[src/pad_pull_pkg.sv]
package pad_pull_pkg;

   localparam int unsigned ADDR_DECODE_WIDTH = 8;
   localparam int unsigned DATA_WIDTH        = 32;

   localparam logic [7:0] BUS_CONTROL_OFFSET = 8'h18;
   localparam logic [7:0] ADDRESS_PINS_OFFSET = 8'h1c;
   localparam logic [7:0] INTERRUPT_PINS_OFFSET = 8'h20;

   localparam int unsigned BUS_CONTROL_FIELDS    = 6;
   localparam int unsigned ADDRESS_PINS_FIELDS   = 8;
   localparam int unsigned INTERRUPT_PINS_FIELDS = 7;

   localparam int unsigned BUS_CONTROL_WIDTH    = 12;
   localparam int unsigned ADDRESS_PINS_WIDTH   = 16;
   localparam int unsigned INTERRUPT_PINS_WIDTH = 14;

   localparam logic [11:0] BUS_CONTROL_RESET    = 12'h555;
   localparam logic [15:0] ADDRESS_PINS_RESET   = 16'h0000;
   localparam logic [13:0] INTERRUPT_PINS_RESET = 14'h095a;

   // meaning of selector code 11, two bits per field
   localparam logic [1:0] PULL_KIND_DOWN = 2'h0;
   localparam logic [1:0] PULL_KIND_UP   = 2'h1;
   localparam logic [1:0] PULL_KIND_NONE = 2'h2;

   localparam logic [1:0] SEL_DOWN = 2'h0;
   localparam logic [1:0] SEL_UP   = 2'h1;
   localparam logic [1:0] SEL_NONE = 2'h2;
   localparam logic [1:0] SEL_ALT  = 2'h3;

   localparam logic [11:0] BUS_CONTROL_ALT_MAP    = 12'h555;
   localparam logic [15:0] ADDRESS_PINS_ALT_MAP   = 16'h0000;
   localparam logic [13:0] INTERRUPT_PINS_ALT_MAP = 14'h095a;

   localparam logic [1:0] HTRANS_NONSEQ = 2'h2;
   localparam logic       HRESP_OKAY    = 1'h0;

   typedef enum logic [1:0]
   {
      PHASE_IDLE  = 2'b00,
      PHASE_WRITE = 2'b01,
      PHASE_READ  = 2'b10
   } phase_type;

   // returns {pull_up, pull_down}; never both high
   function automatic logic [1:0] decode_pull(input logic [1:0] sel,
                                              input logic [1:0] alt);
      logic [1:0] kind;
      kind = (sel == SEL_ALT) ? alt : sel;
      case (kind)
         PULL_KIND_DOWN: decode_pull = 2'b01;
         PULL_KIND_UP:   decode_pull = 2'b10;
         default:        decode_pull = 2'b00;
      endcase
   endfunction

endpackage

[src/pull_bank_decoder.sv]
module pull_bank_decoder
#(
   parameter int unsigned       FIELDS  = 6,
   parameter logic [2*FIELDS-1:0] ALT_MAP = '0
)
(
   input  wire logic [2*FIELDS-1:0] select_i,
   output logic      [FIELDS-1:0]   pull_up_o,
   output logic      [FIELDS-1:0]   pull_down_o
);

   always_comb
   begin
      for (int i = 0; i < FIELDS; i++)
      begin
         // per-field code 11 meaning differs by pin
         {pull_up_o[i], pull_down_o[i]} = pad_pull_pkg::decode_pull(
            select_i[2*i +: 2], ALT_MAP[2*i +: 2]);
      end
   end

endmodule // pull_bank_decoder

[src/pad_pull_resistor_select.sv]
// The implementer's own choice: the AHB-Lite interface to the registers.
module pad_pull_resistor_select
(
   input  wire logic        ref_clk_i,
   input  wire logic        rst_i,
   input  wire logic        hsel_i,
   input  wire logic [31:0] haddr_i,
   input  wire logic [1:0]  htrans_i,
   input  wire logic        hwrite_i,
   input  wire logic [2:0]  hsize_i,
   input  wire logic [31:0] hwdata_i,
   input  wire logic        hready_i,
   output logic             hreadyout_o,
   output logic             hresp_o,
   output logic      [31:0] hrdata_o,
   output logic      [5:0]  bus_control_pull_up_o,
   output logic      [5:0]  bus_control_pull_down_o,
   output logic      [7:0]  address_pins_pull_up_o,
   output logic      [7:0]  address_pins_pull_down_o,
   output logic      [6:0]  interrupt_pins_pull_up_o,
   output logic      [6:0]  interrupt_pins_pull_down_o
);

   typedef struct packed
   {
      pad_pull_pkg::phase_type phase;
      logic [7:0]              addr;
      logic [11:0]             bus_control_pins_pull_select;
      logic [15:0]             address_pins_pull_select;
      logic [13:0]             interrupt_pins_pull_select;
      logic [31:0]             rdata;
   } state_type;

   localparam state_type STATE_RESET = '{
      phase:                        pad_pull_pkg::PHASE_IDLE,
      addr:                         8'h00,
      bus_control_pins_pull_select: pad_pull_pkg::BUS_CONTROL_RESET,
      address_pins_pull_select:     pad_pull_pkg::ADDRESS_PINS_RESET,
      interrupt_pins_pull_select:   pad_pull_pkg::INTERRUPT_PINS_RESET,
      rdata:                        32'h0000_0000
   };

   state_type s_q;
   state_type s_d;

   // reserved upper bits are not stored, so they always read zero
   function automatic logic [31:0] read_word(input state_type s,
                                             input logic [7:0] a);
      case (a)
         pad_pull_pkg::BUS_CONTROL_OFFSET:
            read_word = {20'h0_0000, s.bus_control_pins_pull_select};
         pad_pull_pkg::ADDRESS_PINS_OFFSET:
            read_word = {16'h0000, s.address_pins_pull_select};
         pad_pull_pkg::INTERRUPT_PINS_OFFSET:
            read_word = {18'h0_0000, s.interrupt_pins_pull_select};
         default:
            read_word = 32'h0000_0000;
      endcase
   endfunction

   always_comb
   begin
      s_d = s_q;
      // data phase of a write: commit the field bits only
      case (s_q.phase)
         pad_pull_pkg::PHASE_WRITE:
         begin
            case (s_q.addr)
               pad_pull_pkg::BUS_CONTROL_OFFSET:
                  s_d.bus_control_pins_pull_select = hwdata_i[11:0];
               pad_pull_pkg::ADDRESS_PINS_OFFSET:
                  s_d.address_pins_pull_select = hwdata_i[15:0];
               pad_pull_pkg::INTERRUPT_PINS_OFFSET:
                  s_d.interrupt_pins_pull_select = hwdata_i[13:0];
               default:
                  s_d.rdata = s_q.rdata;
            endcase
         end
         default:
            s_d.rdata = s_q.rdata;
      endcase
      // address phase; read data taken from the updated copy so a read
      // right behind a write to the same register sees the new value
      if (hsel_i && hready_i && (htrans_i == pad_pull_pkg::HTRANS_NONSEQ
                                 || htrans_i == 2'h3))
      begin
         s_d.addr = haddr_i[7:0];
         if (hwrite_i)
         begin
            s_d.phase = pad_pull_pkg::PHASE_WRITE;
         end
         else
         begin
            s_d.phase = pad_pull_pkg::PHASE_READ;
            s_d.rdata = read_word(s_d, haddr_i[7:0]);
         end
      end
      else if (hready_i)
      begin
         s_d.phase = pad_pull_pkg::PHASE_IDLE;
      end
   end

   always_ff @(posedge ref_clk_i)
   begin
      if (rst_i)
      begin
         s_q <= STATE_RESET;
      end
      else
      begin
         s_q <= s_d;
      end
   end

   // zero wait states; hsize is not checked, every write updates the word
   assign hreadyout_o = 1'b1;
   assign hresp_o     = pad_pull_pkg::HRESP_OKAY;
   assign hrdata_o    = s_q.rdata;

   pull_bank_decoder
   #(
      .FIELDS  (pad_pull_pkg::BUS_CONTROL_FIELDS),
      .ALT_MAP (pad_pull_pkg::BUS_CONTROL_ALT_MAP)
   )
   bus_control_decoder
   (
      .select_i    (s_q.bus_control_pins_pull_select),
      .pull_up_o   (bus_control_pull_up_o),
      .pull_down_o (bus_control_pull_down_o)
   );

   pull_bank_decoder
   #(
      .FIELDS  (pad_pull_pkg::ADDRESS_PINS_FIELDS),
      .ALT_MAP (pad_pull_pkg::ADDRESS_PINS_ALT_MAP)
   )
   address_pins_decoder
   (
      .select_i    (s_q.address_pins_pull_select),
      .pull_up_o   (address_pins_pull_up_o),
      .pull_down_o (address_pins_pull_down_o)
   );

   // alt map: irq6 down, irq5 none, irq4..2 up, irq1..0 none
   pull_bank_decoder
   #(
      .FIELDS  (pad_pull_pkg::INTERRUPT_PINS_FIELDS),
      .ALT_MAP (pad_pull_pkg::INTERRUPT_PINS_ALT_MAP)
   )
   interrupt_pins_decoder
   (
      .select_i    (s_q.interrupt_pins_pull_select),
      .pull_up_o   (interrupt_pins_pull_up_o),
      .pull_down_o (interrupt_pins_pull_down_o)
   );

endmodule // pad_pull_resistor_select

[config.mk]
export PLATFORM = sky130hd
export DESIGN_NAME = pad_pull_resistor_select
export DESIGN_NICKNAME = d
export VERILOG_FILES = /design/src/pad_pull_pkg.sv /design/src/pull_bank_decoder.sv /design/src/pad_pull_resistor_select.sv
export SDC_FILE = /design/constraint.sdc
export NUM_CORES = 1
export LEC_CHECK = 0
export BUFFER_PORTS_ARGS = -buffer_cell sky130_fd_sc_hd__buf_2
export CORE_ASPECT_RATIO = 1.1
export CORE_MARGIN = 1.5
export CORE_UTILIZATION = 50
export CTS_CLUSTER_SIZE = 8
export DETAILED_ROUTE_END_ITERATION = 7
export PLACE_DENSITY = 0.95
export SLEW_MARGIN = 20
export SYNTH_ARGS = -nofsm -noshare
export SYNTH_HDL_FRONTEND = slang
export SYNTH_HIERARCHICAL = 1
export SYNTH_SLANG_ARGS = --single-unit
[constraint.sdc]
create_clock -name ref_clk_i -period 3.46 [get_ports ref_clk_i]
set_input_delay 0.692 -clock ref_clk_i [delete_from_list [all_inputs] [get_ports ref_clk_i]]
set_output_delay 0.692 -clock ref_clk_i [all_outputs]
set_load 0.005 [all_outputs]
== Word-level counts from Yosys, hierarchy flattened ==
Cells that the tools add are included.

* Bits in registers: 84
* Input port bits: 74
* Output and inout port bits: 76
* Word-level logic and storage cells: 134

* Eq/ne operators: 51
* Muxes and demuxes: 50
* Bitwise gates (word level): 1
* Reduce and logical (&&, ||, !) cells: 26

{| class="wikitable"
|+ Operator list
! operator !! number
|-
| $pmux W2 S2 || 21
|-
| $mux W2 || 24
|-
| $pmux W16 S3 || 1
|-
| $eq A2 B2 Y1 const B || 23
|-
| $eq A2 B1 Y1 const B || 22
|-
| $logic_not A2 Y1 || 21
|-
| $mux W42 || 1
|-
| $eq A8 B5 Y1 const B || 4
|-
| $eq A8 B6 Y1 const B || 2
|-
| $mux W16 || 1
|-
| $mux W14 || 1
|-
| $mux W12 || 1
|-
| $logic_and A1 B1 Y1 || 2
|-
| $reduce_and A2 Y1 || 1
|-
| $reduce_bool A2 Y1 || 1
|-
| $logic_or A1 B1 Y1 || 1
|-
| $not A1 Y1 || 1
|}

== Longest topological paths before layout ==
Gate-level depths: netlist (run 1).

* Word-level depth: 4
* Depth in mapped cells: 7
* Mapped depth without buffers: 5

== By module ==
The synthesis (run 1) kept the hierarchy.

{| class="wikitable"
|+ Modules (own cells, without submodules)
! module !! instances !! cells an instance !! area an instance (µm²) !! sequential area each (µm²)
|-
| pad_pull_resistor_select || 1 || 288 || 2970.3 || 1361.3
|-
| pull_bank_decoder at address_pins_decoder || 1 || 16 || 130.1 || 0.0
|-
| pull_bank_decoder at interrupt_pins_decoder || 1 || 14 || 86.3 || 0.0
|-
| pull_bank_decoder at bus_control_decoder || 1 || 12 || 45.0 || 0.0
|}

== Worst setup path before layout (run 1) ==
Ideal clock, no wire load.

* Path kind: input to register
* From: in haddr_i[0]
* To: reg s_q, in the netlist hrdata_o[4]
* Setup time: 0.084 ns
* Arrival time: 2.213 ns
* Required time: 3.376 ns
* Setup slack: 1.163 ns
* Stages: 7
* Buffers on the path: 2
* Path through: or4_1 > nor3_1 > nand3_1 > or2_1 > clkbuf_1 > buf_6 > o221ai_1

* Cells in the longest elaborated chain, start to end: 2
* Elaborated cells between the ends (all ways): 4
* Those cells by class: eq/ne: 3; mux: 1

{| class="wikitable"
|+ Ends and longest elaborated chain
! item !! RTL line !! source
|-
| start: declaration || pad_pull_resistor_select.sv:7 || <nowiki>input wire logic [31:0] haddr_i,</nowiki>
|-
| $eq A8 B6 Y1 or $eq A8 B5 Y1 (tied branches) || pad_pull_resistor_select.sv:49 || <nowiki>case (a)</nowiki>
|-
| $pmux W16 S3 (*) || pad_pull_resistor_select.sv:49 ||
|-
| end signal: assignment || pad_pull_resistor_select.sv:108 || <nowiki>s_q <= STATE_RESET;</nowiki>
|-
| end signal: assignment || pad_pull_resistor_select.sv:112 || <nowiki>s_q <= s_d;</nowiki>
|-
| end: declaration || pad_pull_resistor_select.sv:43 || <nowiki>state_type s_q;</nowiki>
|}

Every way passes the cells marked *; elsewhere a longest branch is shown, timed or not.
A chain may end at the register's enable or synchronous reset.

== Worst setup path in the final report (run 1) ==
* From: reg s_q[74] in the netlist's numbering
* To: reg s_q, in the netlist hrdata_o[14]

* Cells in the longest elaborated chain, start to end: 4

{| class="wikitable"
|+ Ends and longest elaborated chain
! item !! RTL line !! source
|-
| $eq A8 B5 Y1 || pad_pull_resistor_select.sv:68 || <nowiki>case (s_q.addr)</nowiki>
|-
| $mux W16 || pad_pull_resistor_select.sv:68 ||
|-
| $mux W42 || pad_pull_resistor_select.sv:65 || <nowiki>case (s_q.phase)</nowiki>
|-
| $pmux W16 S3 || pad_pull_resistor_select.sv:49 ||
|}

No other way between the ends.

==> results.md, run 1 <==
- Syn avg cell area: 9.79 um^2
- Status: finished clean
- CTS tree: yes
- R2R setup slack: 0.98 ns
- Critical R2R Launch: s_q[74]
- Mux contribution to synthesized area: 0.157
- Area growth from synthesis to layout: 14.6%
- Die area: 6960 um^2
- Via/cell ratio: 5.23
- CP Data Arrival Time: 2.73 ns
- Max-cap violations: 0
- Worst Skew: 0.00736 ns
- Core area: 6190 um^2
- Crit start category: flop
- Vias: 2485
- Final nets: 473
- Cell Area, Synth: 3230 um^2
- Synth Area in Compound Gates: 0.104
- H-tree depth: 3
- Library cells used by synthesis: 34
- Synth Area in XOR/XNOR: 0
- GR Util All Layers: 0.215
- Largest family of logic cells by synthesized area: multiplexers
- Clk root buf: clkbuf_8
- Clock latency on the worst-skew pair: 0.33 ns
- Vias in the first global route: 2365
- WHS Endpoint: s_q[80]
- Critical R2R Capture: hrdata_o[14]
- WL/cell: 15.1 um
- Placer Congestion: 0.795
- Worst slew pin tran: 0.781 ns
- Synth Area in Simple Gates: 0.153
- Detail Route Antenna Nets: 0
- Async SR Flop Fraction: 0
- Power per cell area: 407 nW/um^2
- Period minus WS final: 2.48 ns
- Hold path cells: 2
- # IOs: 150
- Post-synth EDFFs: 0
- First-pass GRT wire length: 11.5 mm
- Post-CTS Resized: 0
- DRC viols: 0
- Sequential area share after synthesis: 0.421
- Port bufs: 87
- Post-synthesis adder-cell area fraction: 0.0348
- Total leakage power: 1.72 nW
- Hold/Removal Path Class: reg2reg
- Initial core utilization: 0.522
- Hold Startpoint: s_q[80]
- Max Root-Sink Buffers: 2
- Initial antenna violation count: 0
- WL final: 7.20 mm
- DP HPWL: 5.35 mm
- Total clock sinks: 68
- Initial DRC Count: 99
- Pin count of the biggest net entering global routing: 32
- Final setup viols: 0
- Layout cells sized above 1: 0.324
- RSZ-0062 raised after global routing: false
- Site Rows: 30
- Req. time, crit path: 3.71 ns
- Worst Path Max Fanout: 10
- Die Wd: 79.7 um
- Pre-antenna DRT Iters: 4
- Worst setup EP type: flop
- Yosys warning count: 6
- Fmax: 403 MHz
- CP Class: reg2reg
- Ys flop type: dfxtp_1
- Slew HR: 0.479
- #FFs+latches synth: 68
- TritonCTS buffer count: 9
- Setup TNS: 0 ns
- Post-CTS Hold Buffers: 0
- Clock-pin slew on the worst setup and hold paths: 0.07 ns
- Worst reg2reg path depth: 6
- Hold_ws: 0.465 ns
- Antenna cells: 0
- Max Slew Vio Count: 0
- Synthesized instance count: 330
- Die Ht: 87.3 um
- Final worst-path cycle share: 0.717
- Post-CTS repair timing setup buffer count: 0
- VDD IR max: 253 uV
- GRT overflow: 0
- Fin. Hold Viols: 0
metrics by stage:
step	total power [mW]	std cells	area [um^2]	util	worst slack [ns]
2_1_floorplan	0.851	346	3290	-	1.16
3_3_place_gp	0.868	459	3500	0.565	0.736
3_5_place_dp	0.870	459	3500	0.565	0.682
4_1_cts	1.52	475	3700	0.598	0.961
5_1_grt	1.56	475	3700	0.598	0.783
6_report	1.51	475	3700	0.598	0.979
power by group:
group	internal, mW	switching (mW)	leakage [nW]
Combinational	0.0229	0.0408	1.07
Clock	0.370	0.284	0.102
Sequential	0.786	0.00323	0.549
Total	1.18	0.328	1.72
critical path: stages (launching register included):
cell	delay, ns
dfxtp_1	0.33
nor4_2	0.33
nand2_1	0.16
or4b_1	0.80
buf_4	0.35
mux2i_1	0.19
o31ai_1	0.23
registers in the layout, indices dropped and copies added, names as in the netlist:
register / count
s_q: 52
hrdata_o: 16
placed cells by master, fill, tap and decap left out, drive strengths merged:
master / n
a21oi: 9
a22oi: 1
a2bb2oi: 12
and3: 1
buf: 92
bufinv: 1
clkbuf: 12
clkinv: 2
clkinvlp: 1
conb: 18
dfxtp: 68
ha: 9
inv: 10
mux2i: 42
nand2: 25
nand2b: 12
nand3: 3
nor2: 46
nor2b: 4
nor3: 1
nor4: 3
nor4b: 2
o211ai: 2
o221ai: 12
o31ai: 2
or2: 3
or4: 1
or4b: 1
final cells by class:
class	count	area, um^2
timing repair buffer	92	473
multi-input combinational	209	1530
fill	536	2490
clock inverter	4	47.5
sequential	68	1360
tap	80	100
inverter	10	37.5
clock buffer	12	155
worst max path at each step:
stage	startpoint	end	cells past startpoint
final	s_q[74]	hrdata_o[14]	6
after detailed placement	haddr_i[0]	hrdata_o[3]	6
after floorplan	haddr_i[0]	hrdata_o[4]	7
after CTS	s_q[74]	hrdata_o[8]	6
after global placement	haddr_i[0]	hrdata_o[3]	6
after global routing	s_q[74]	hrdata_o[14]	6
cells in the mapped netlist, types with 2 or more instances:
cell type / n / share of area
ha_1: 9 / 0.035
clkbuf_1: 21 / 0.024
a2bb2oi_1: 12 / 0.033
nor2b_4: 2 / 0.0085
nand3_1: 3 / 0.0046
mux2i_4: 7 / 0.049
o31ai_1: 2 / 0.0046
or2_2: 2 / 0.0039
mux2i_1: 35 / 0.11
dfxtp_1: 68 / 0.42
nand2_1: 25 / 0.029
nor2_1: 46 / 0.053
nand2b_1: 12 / 0.023
a21oi_1: 9 / 0.014
inv_1: 10 / 0.012
buf_4: 35 / 0.081
o221ai_2: 7 / 0.033
nor4b_1: 2 / 0.0054
o221ai_1: 5 / 0.014
conb_1: 2 / 0.0023
nor4_2: 2 / 0.0077
o211ai_1: 2 / 0.0046
cell families (layout without fill, tap and decap cells):
| kind of cell | Yosys count | in the layout |
|---|---|---|
| AOI/OAI and AO/OA | 38 | 38 |
| buffers and inverters | 69 | 118 |
| and+or+nand+nor | 102 | 102 |
| other | 2 | 18 |
| muxes | 42 | 42 |
| DFF | 68 | 68 |
| adders and majority gates | 9 | 9 |
routing by layer:
metal,GRT usage,share of wire,routed length [um]
met5,0,0,0
met4,0.0797,0.015,108
met3,0.0356,0.057,412
met2,0.377,0.52,3730
met1,0.262,0.41,2950
No activity file was read; power rests on OpenSTA's default activity.
==> run 2, diff against run 1 <==
CORE_UTILIZATION = 47   (was 50)
PLACE_DENSITY = 0.91   (was 0.95)
clock period = 2.3 ns   (was 3.46 ns; I/O delays follow)
==> results.md, run 2 (synthesized netlist as in run 1, its figures left out) <==
- Status: finished clean
- DRC viols: 0
- WP buf/inv: 1
- Initial core utilization: 0.487
- WL/cell: 14.2 um
- GR Util met1: 0.235
- Site Rows: 31
- Post-CTS Resized: 0
- GR Layer Usage met2: 0.321
- Power per cell area: 560 nW/um^2
- Most common cell after layout, fill and taps aside: buf_2
- Worst Path Max Fanout: 10
- Pin count of the biggest net entering global routing: 26
- Via/cell ratio: 5.06
- Fmax: 473 MHz
- Worst slew pin tran: 0.596 ns
- Clk root buf: clkbuf_8
- CP Depth: 6
- Worst setup EP type: flop
- Area occupied by multi-input gates: 1530 um^2
- Final worst-path cycle share: 0.919
- Met3 usage: 0.0406
- Critical R2R Launch: s_q[74]
- Period minus WS final: 2.11 ns
- Die area: 7380 um^2
- Antenna cells: 0
- Total leakage power: 1.75 nW
- Final setup viols: 0
- R2R setup slack: 0.19 ns
- Slew HR: 0.602
- Die Wd: 82.1 um
- CP max stage cell: or4b_1
- Most flops, register: s_q
- Clock latency on the worst-skew pair: 0.32 ns
- Pre-antenna DRT Iters: 4
- Post-CTS repair timing setup buffer count: 0
- Critical path origin: s_q[74]
- Hold/Removal Path Class: in2reg
- Max Root-Sink Buffers: 2
- Seq. cell area: 1360 um^2
- Initial antenna violation count: 0
- Worst reg2reg path depth: 6
- Layout cells sized above 1: 0.338
- Crit start category: flop
- Max reg flops: 52
- DP HPWL: 5.25 mm
- WL final: 6.90 mm
- Clk network pwr share: 0.388
- Gate power share: 0.046
- Detail Route Antenna Nets: 0
- GRT overflow: 0
- Delay-heaviest family, CP: simple AND/OR/NAND/NOR gates
- Fin. Hold Viols: 0
- Fillers: 580
- CTS tree: yes
- Pre-CTS setup slack: 0.0359 ns
- Switching part of the total power: 0.225
- Most frequent cells in the layout: buf_2 (87), dfxtp_1 (68), nor2_1 (46), mux2i_1 (35), nand2_1 (25)
- Setup TNS: 0 ns
- Worst Skew: 0.00532 ns
- # IOs: 150
- CP Class: reg2reg
- Total clock sinks: 68
- Core area: 6630 um^2
- TritonCTS buffer count: 9
- CP Data Arrival Time: 2.37 ns
- GR Util All Layers: 0.191
- VDD IR max: 384 uV
- Final nets: 485
- Critical Path, Cell by Cell: nor4_2 > nand2_1 > or4b_1 > buf_4 > mux2i_4 > o221ai_2
- Flop pwr share: 0.566
- Req. time, crit path: 2.55 ns
- Port bufs: 87
- Max-cap violations: 0
- Internal: 1.63 mW
- Power, Total: 2.10 mW
- First-pass GRT wire length: 10.7 mm
- GR peak layer: met2
- Vias in the first global route: 2293
- Initial DRC Count: 89
- Final WS setup: 0.185 ns
- Largest stage delay, worst path: 0.55 ns
- CP Capture Point: hrdata_o[6]
- RSZ-0062 raised after global routing: false
- Critical R2R Capture: hrdata_o[6]
- Post-CTS Hold Buffers: 0
- Clock-pin slew on the worst setup and hold paths: 0.07 ns
- Switching pwr: 0.472 mW
- H-tree depth: 3
- Die Ht: 90.0 um
- Placer Congestion: 0.763
- Area growth from synthesis to layout: 16.1%
- Max Slew Vio Count: 0
- Vias: 2464
-- run 2: worst min-delay path by stage --
stage                 startpoint            to  slack (ns)  cells past startpoint
finish                haddr_i[0]       s_q[74]        0.38                      3
global route          haddr_i[6]       s_q[80]        0.38                      3
CTS                   haddr_i[0]       s_q[74]        0.36                      3
detailed placement       s_q[80]       s_q[80]        0.45                      2
global placement         s_q[80]       s_q[80]        0.44                      2
floorplan           hrdata_o[14]  hrdata_o[14]        0.43                      2
-- run 2: through the flow --
step	hold slack [ns]	utilization	cell area, um^2	std cells
after global placement	0.445	0.542	3590	473
after global routing	0.379	0.566	3750	487
after CTS	0.362	0.566	3750	487
after floorplan	0.426	-	3290	346
final	0.381	0.566	3750	487
after detailed placement	0.450	0.542	3590	473
-- run 2: layout make-up --
type,count,share of cell area
multi-input combinational,209,0.408
clock buffer,12,0.0387
timing repair buffer,104,0.150
tap,82,0.0274
sequential,68,0.363
clock inverter,2,0.00334
inverter,10,0.0100
-- run 2: layer usage --
metal / vias to the layer above / part of all wire
met5: - / 0
met4: 0 / 0.0057
met3: 6 / 0.058
met2: 94 / 0.50
met1: 1160 / 0.44
li1: 1204 / -
-- run 2: power by group through the flow --
| stage | Combinational [mW] | Sequential (mW) | Clock (mW) |
|---|---|---|---|
| floorplan | 0.0666 | 1.21 | 0 |
| global placement | 0.0941 | 1.21 | 0 |
| detailed placement | 0.0961 | 1.21 | 0 |
| CTS | 0.0966 | 1.19 | 0.835 |
| global route | 0.107 | 1.19 | 0.896 |
| finish | 0.0970 | 1.19 | 0.815 |
-- run 2: worst register-to-register path: cells and delay by family (launching register included) --
family / cells / cell delay, ns
AND/OR/NAND/NOR: 3 / 1.04
flip-flops: 1 / 0.32
buffers and inverters: 1 / 0.26
multiplexers: 1 / 0.24
AO/OA/AOI/OAI: 1 / 0.19
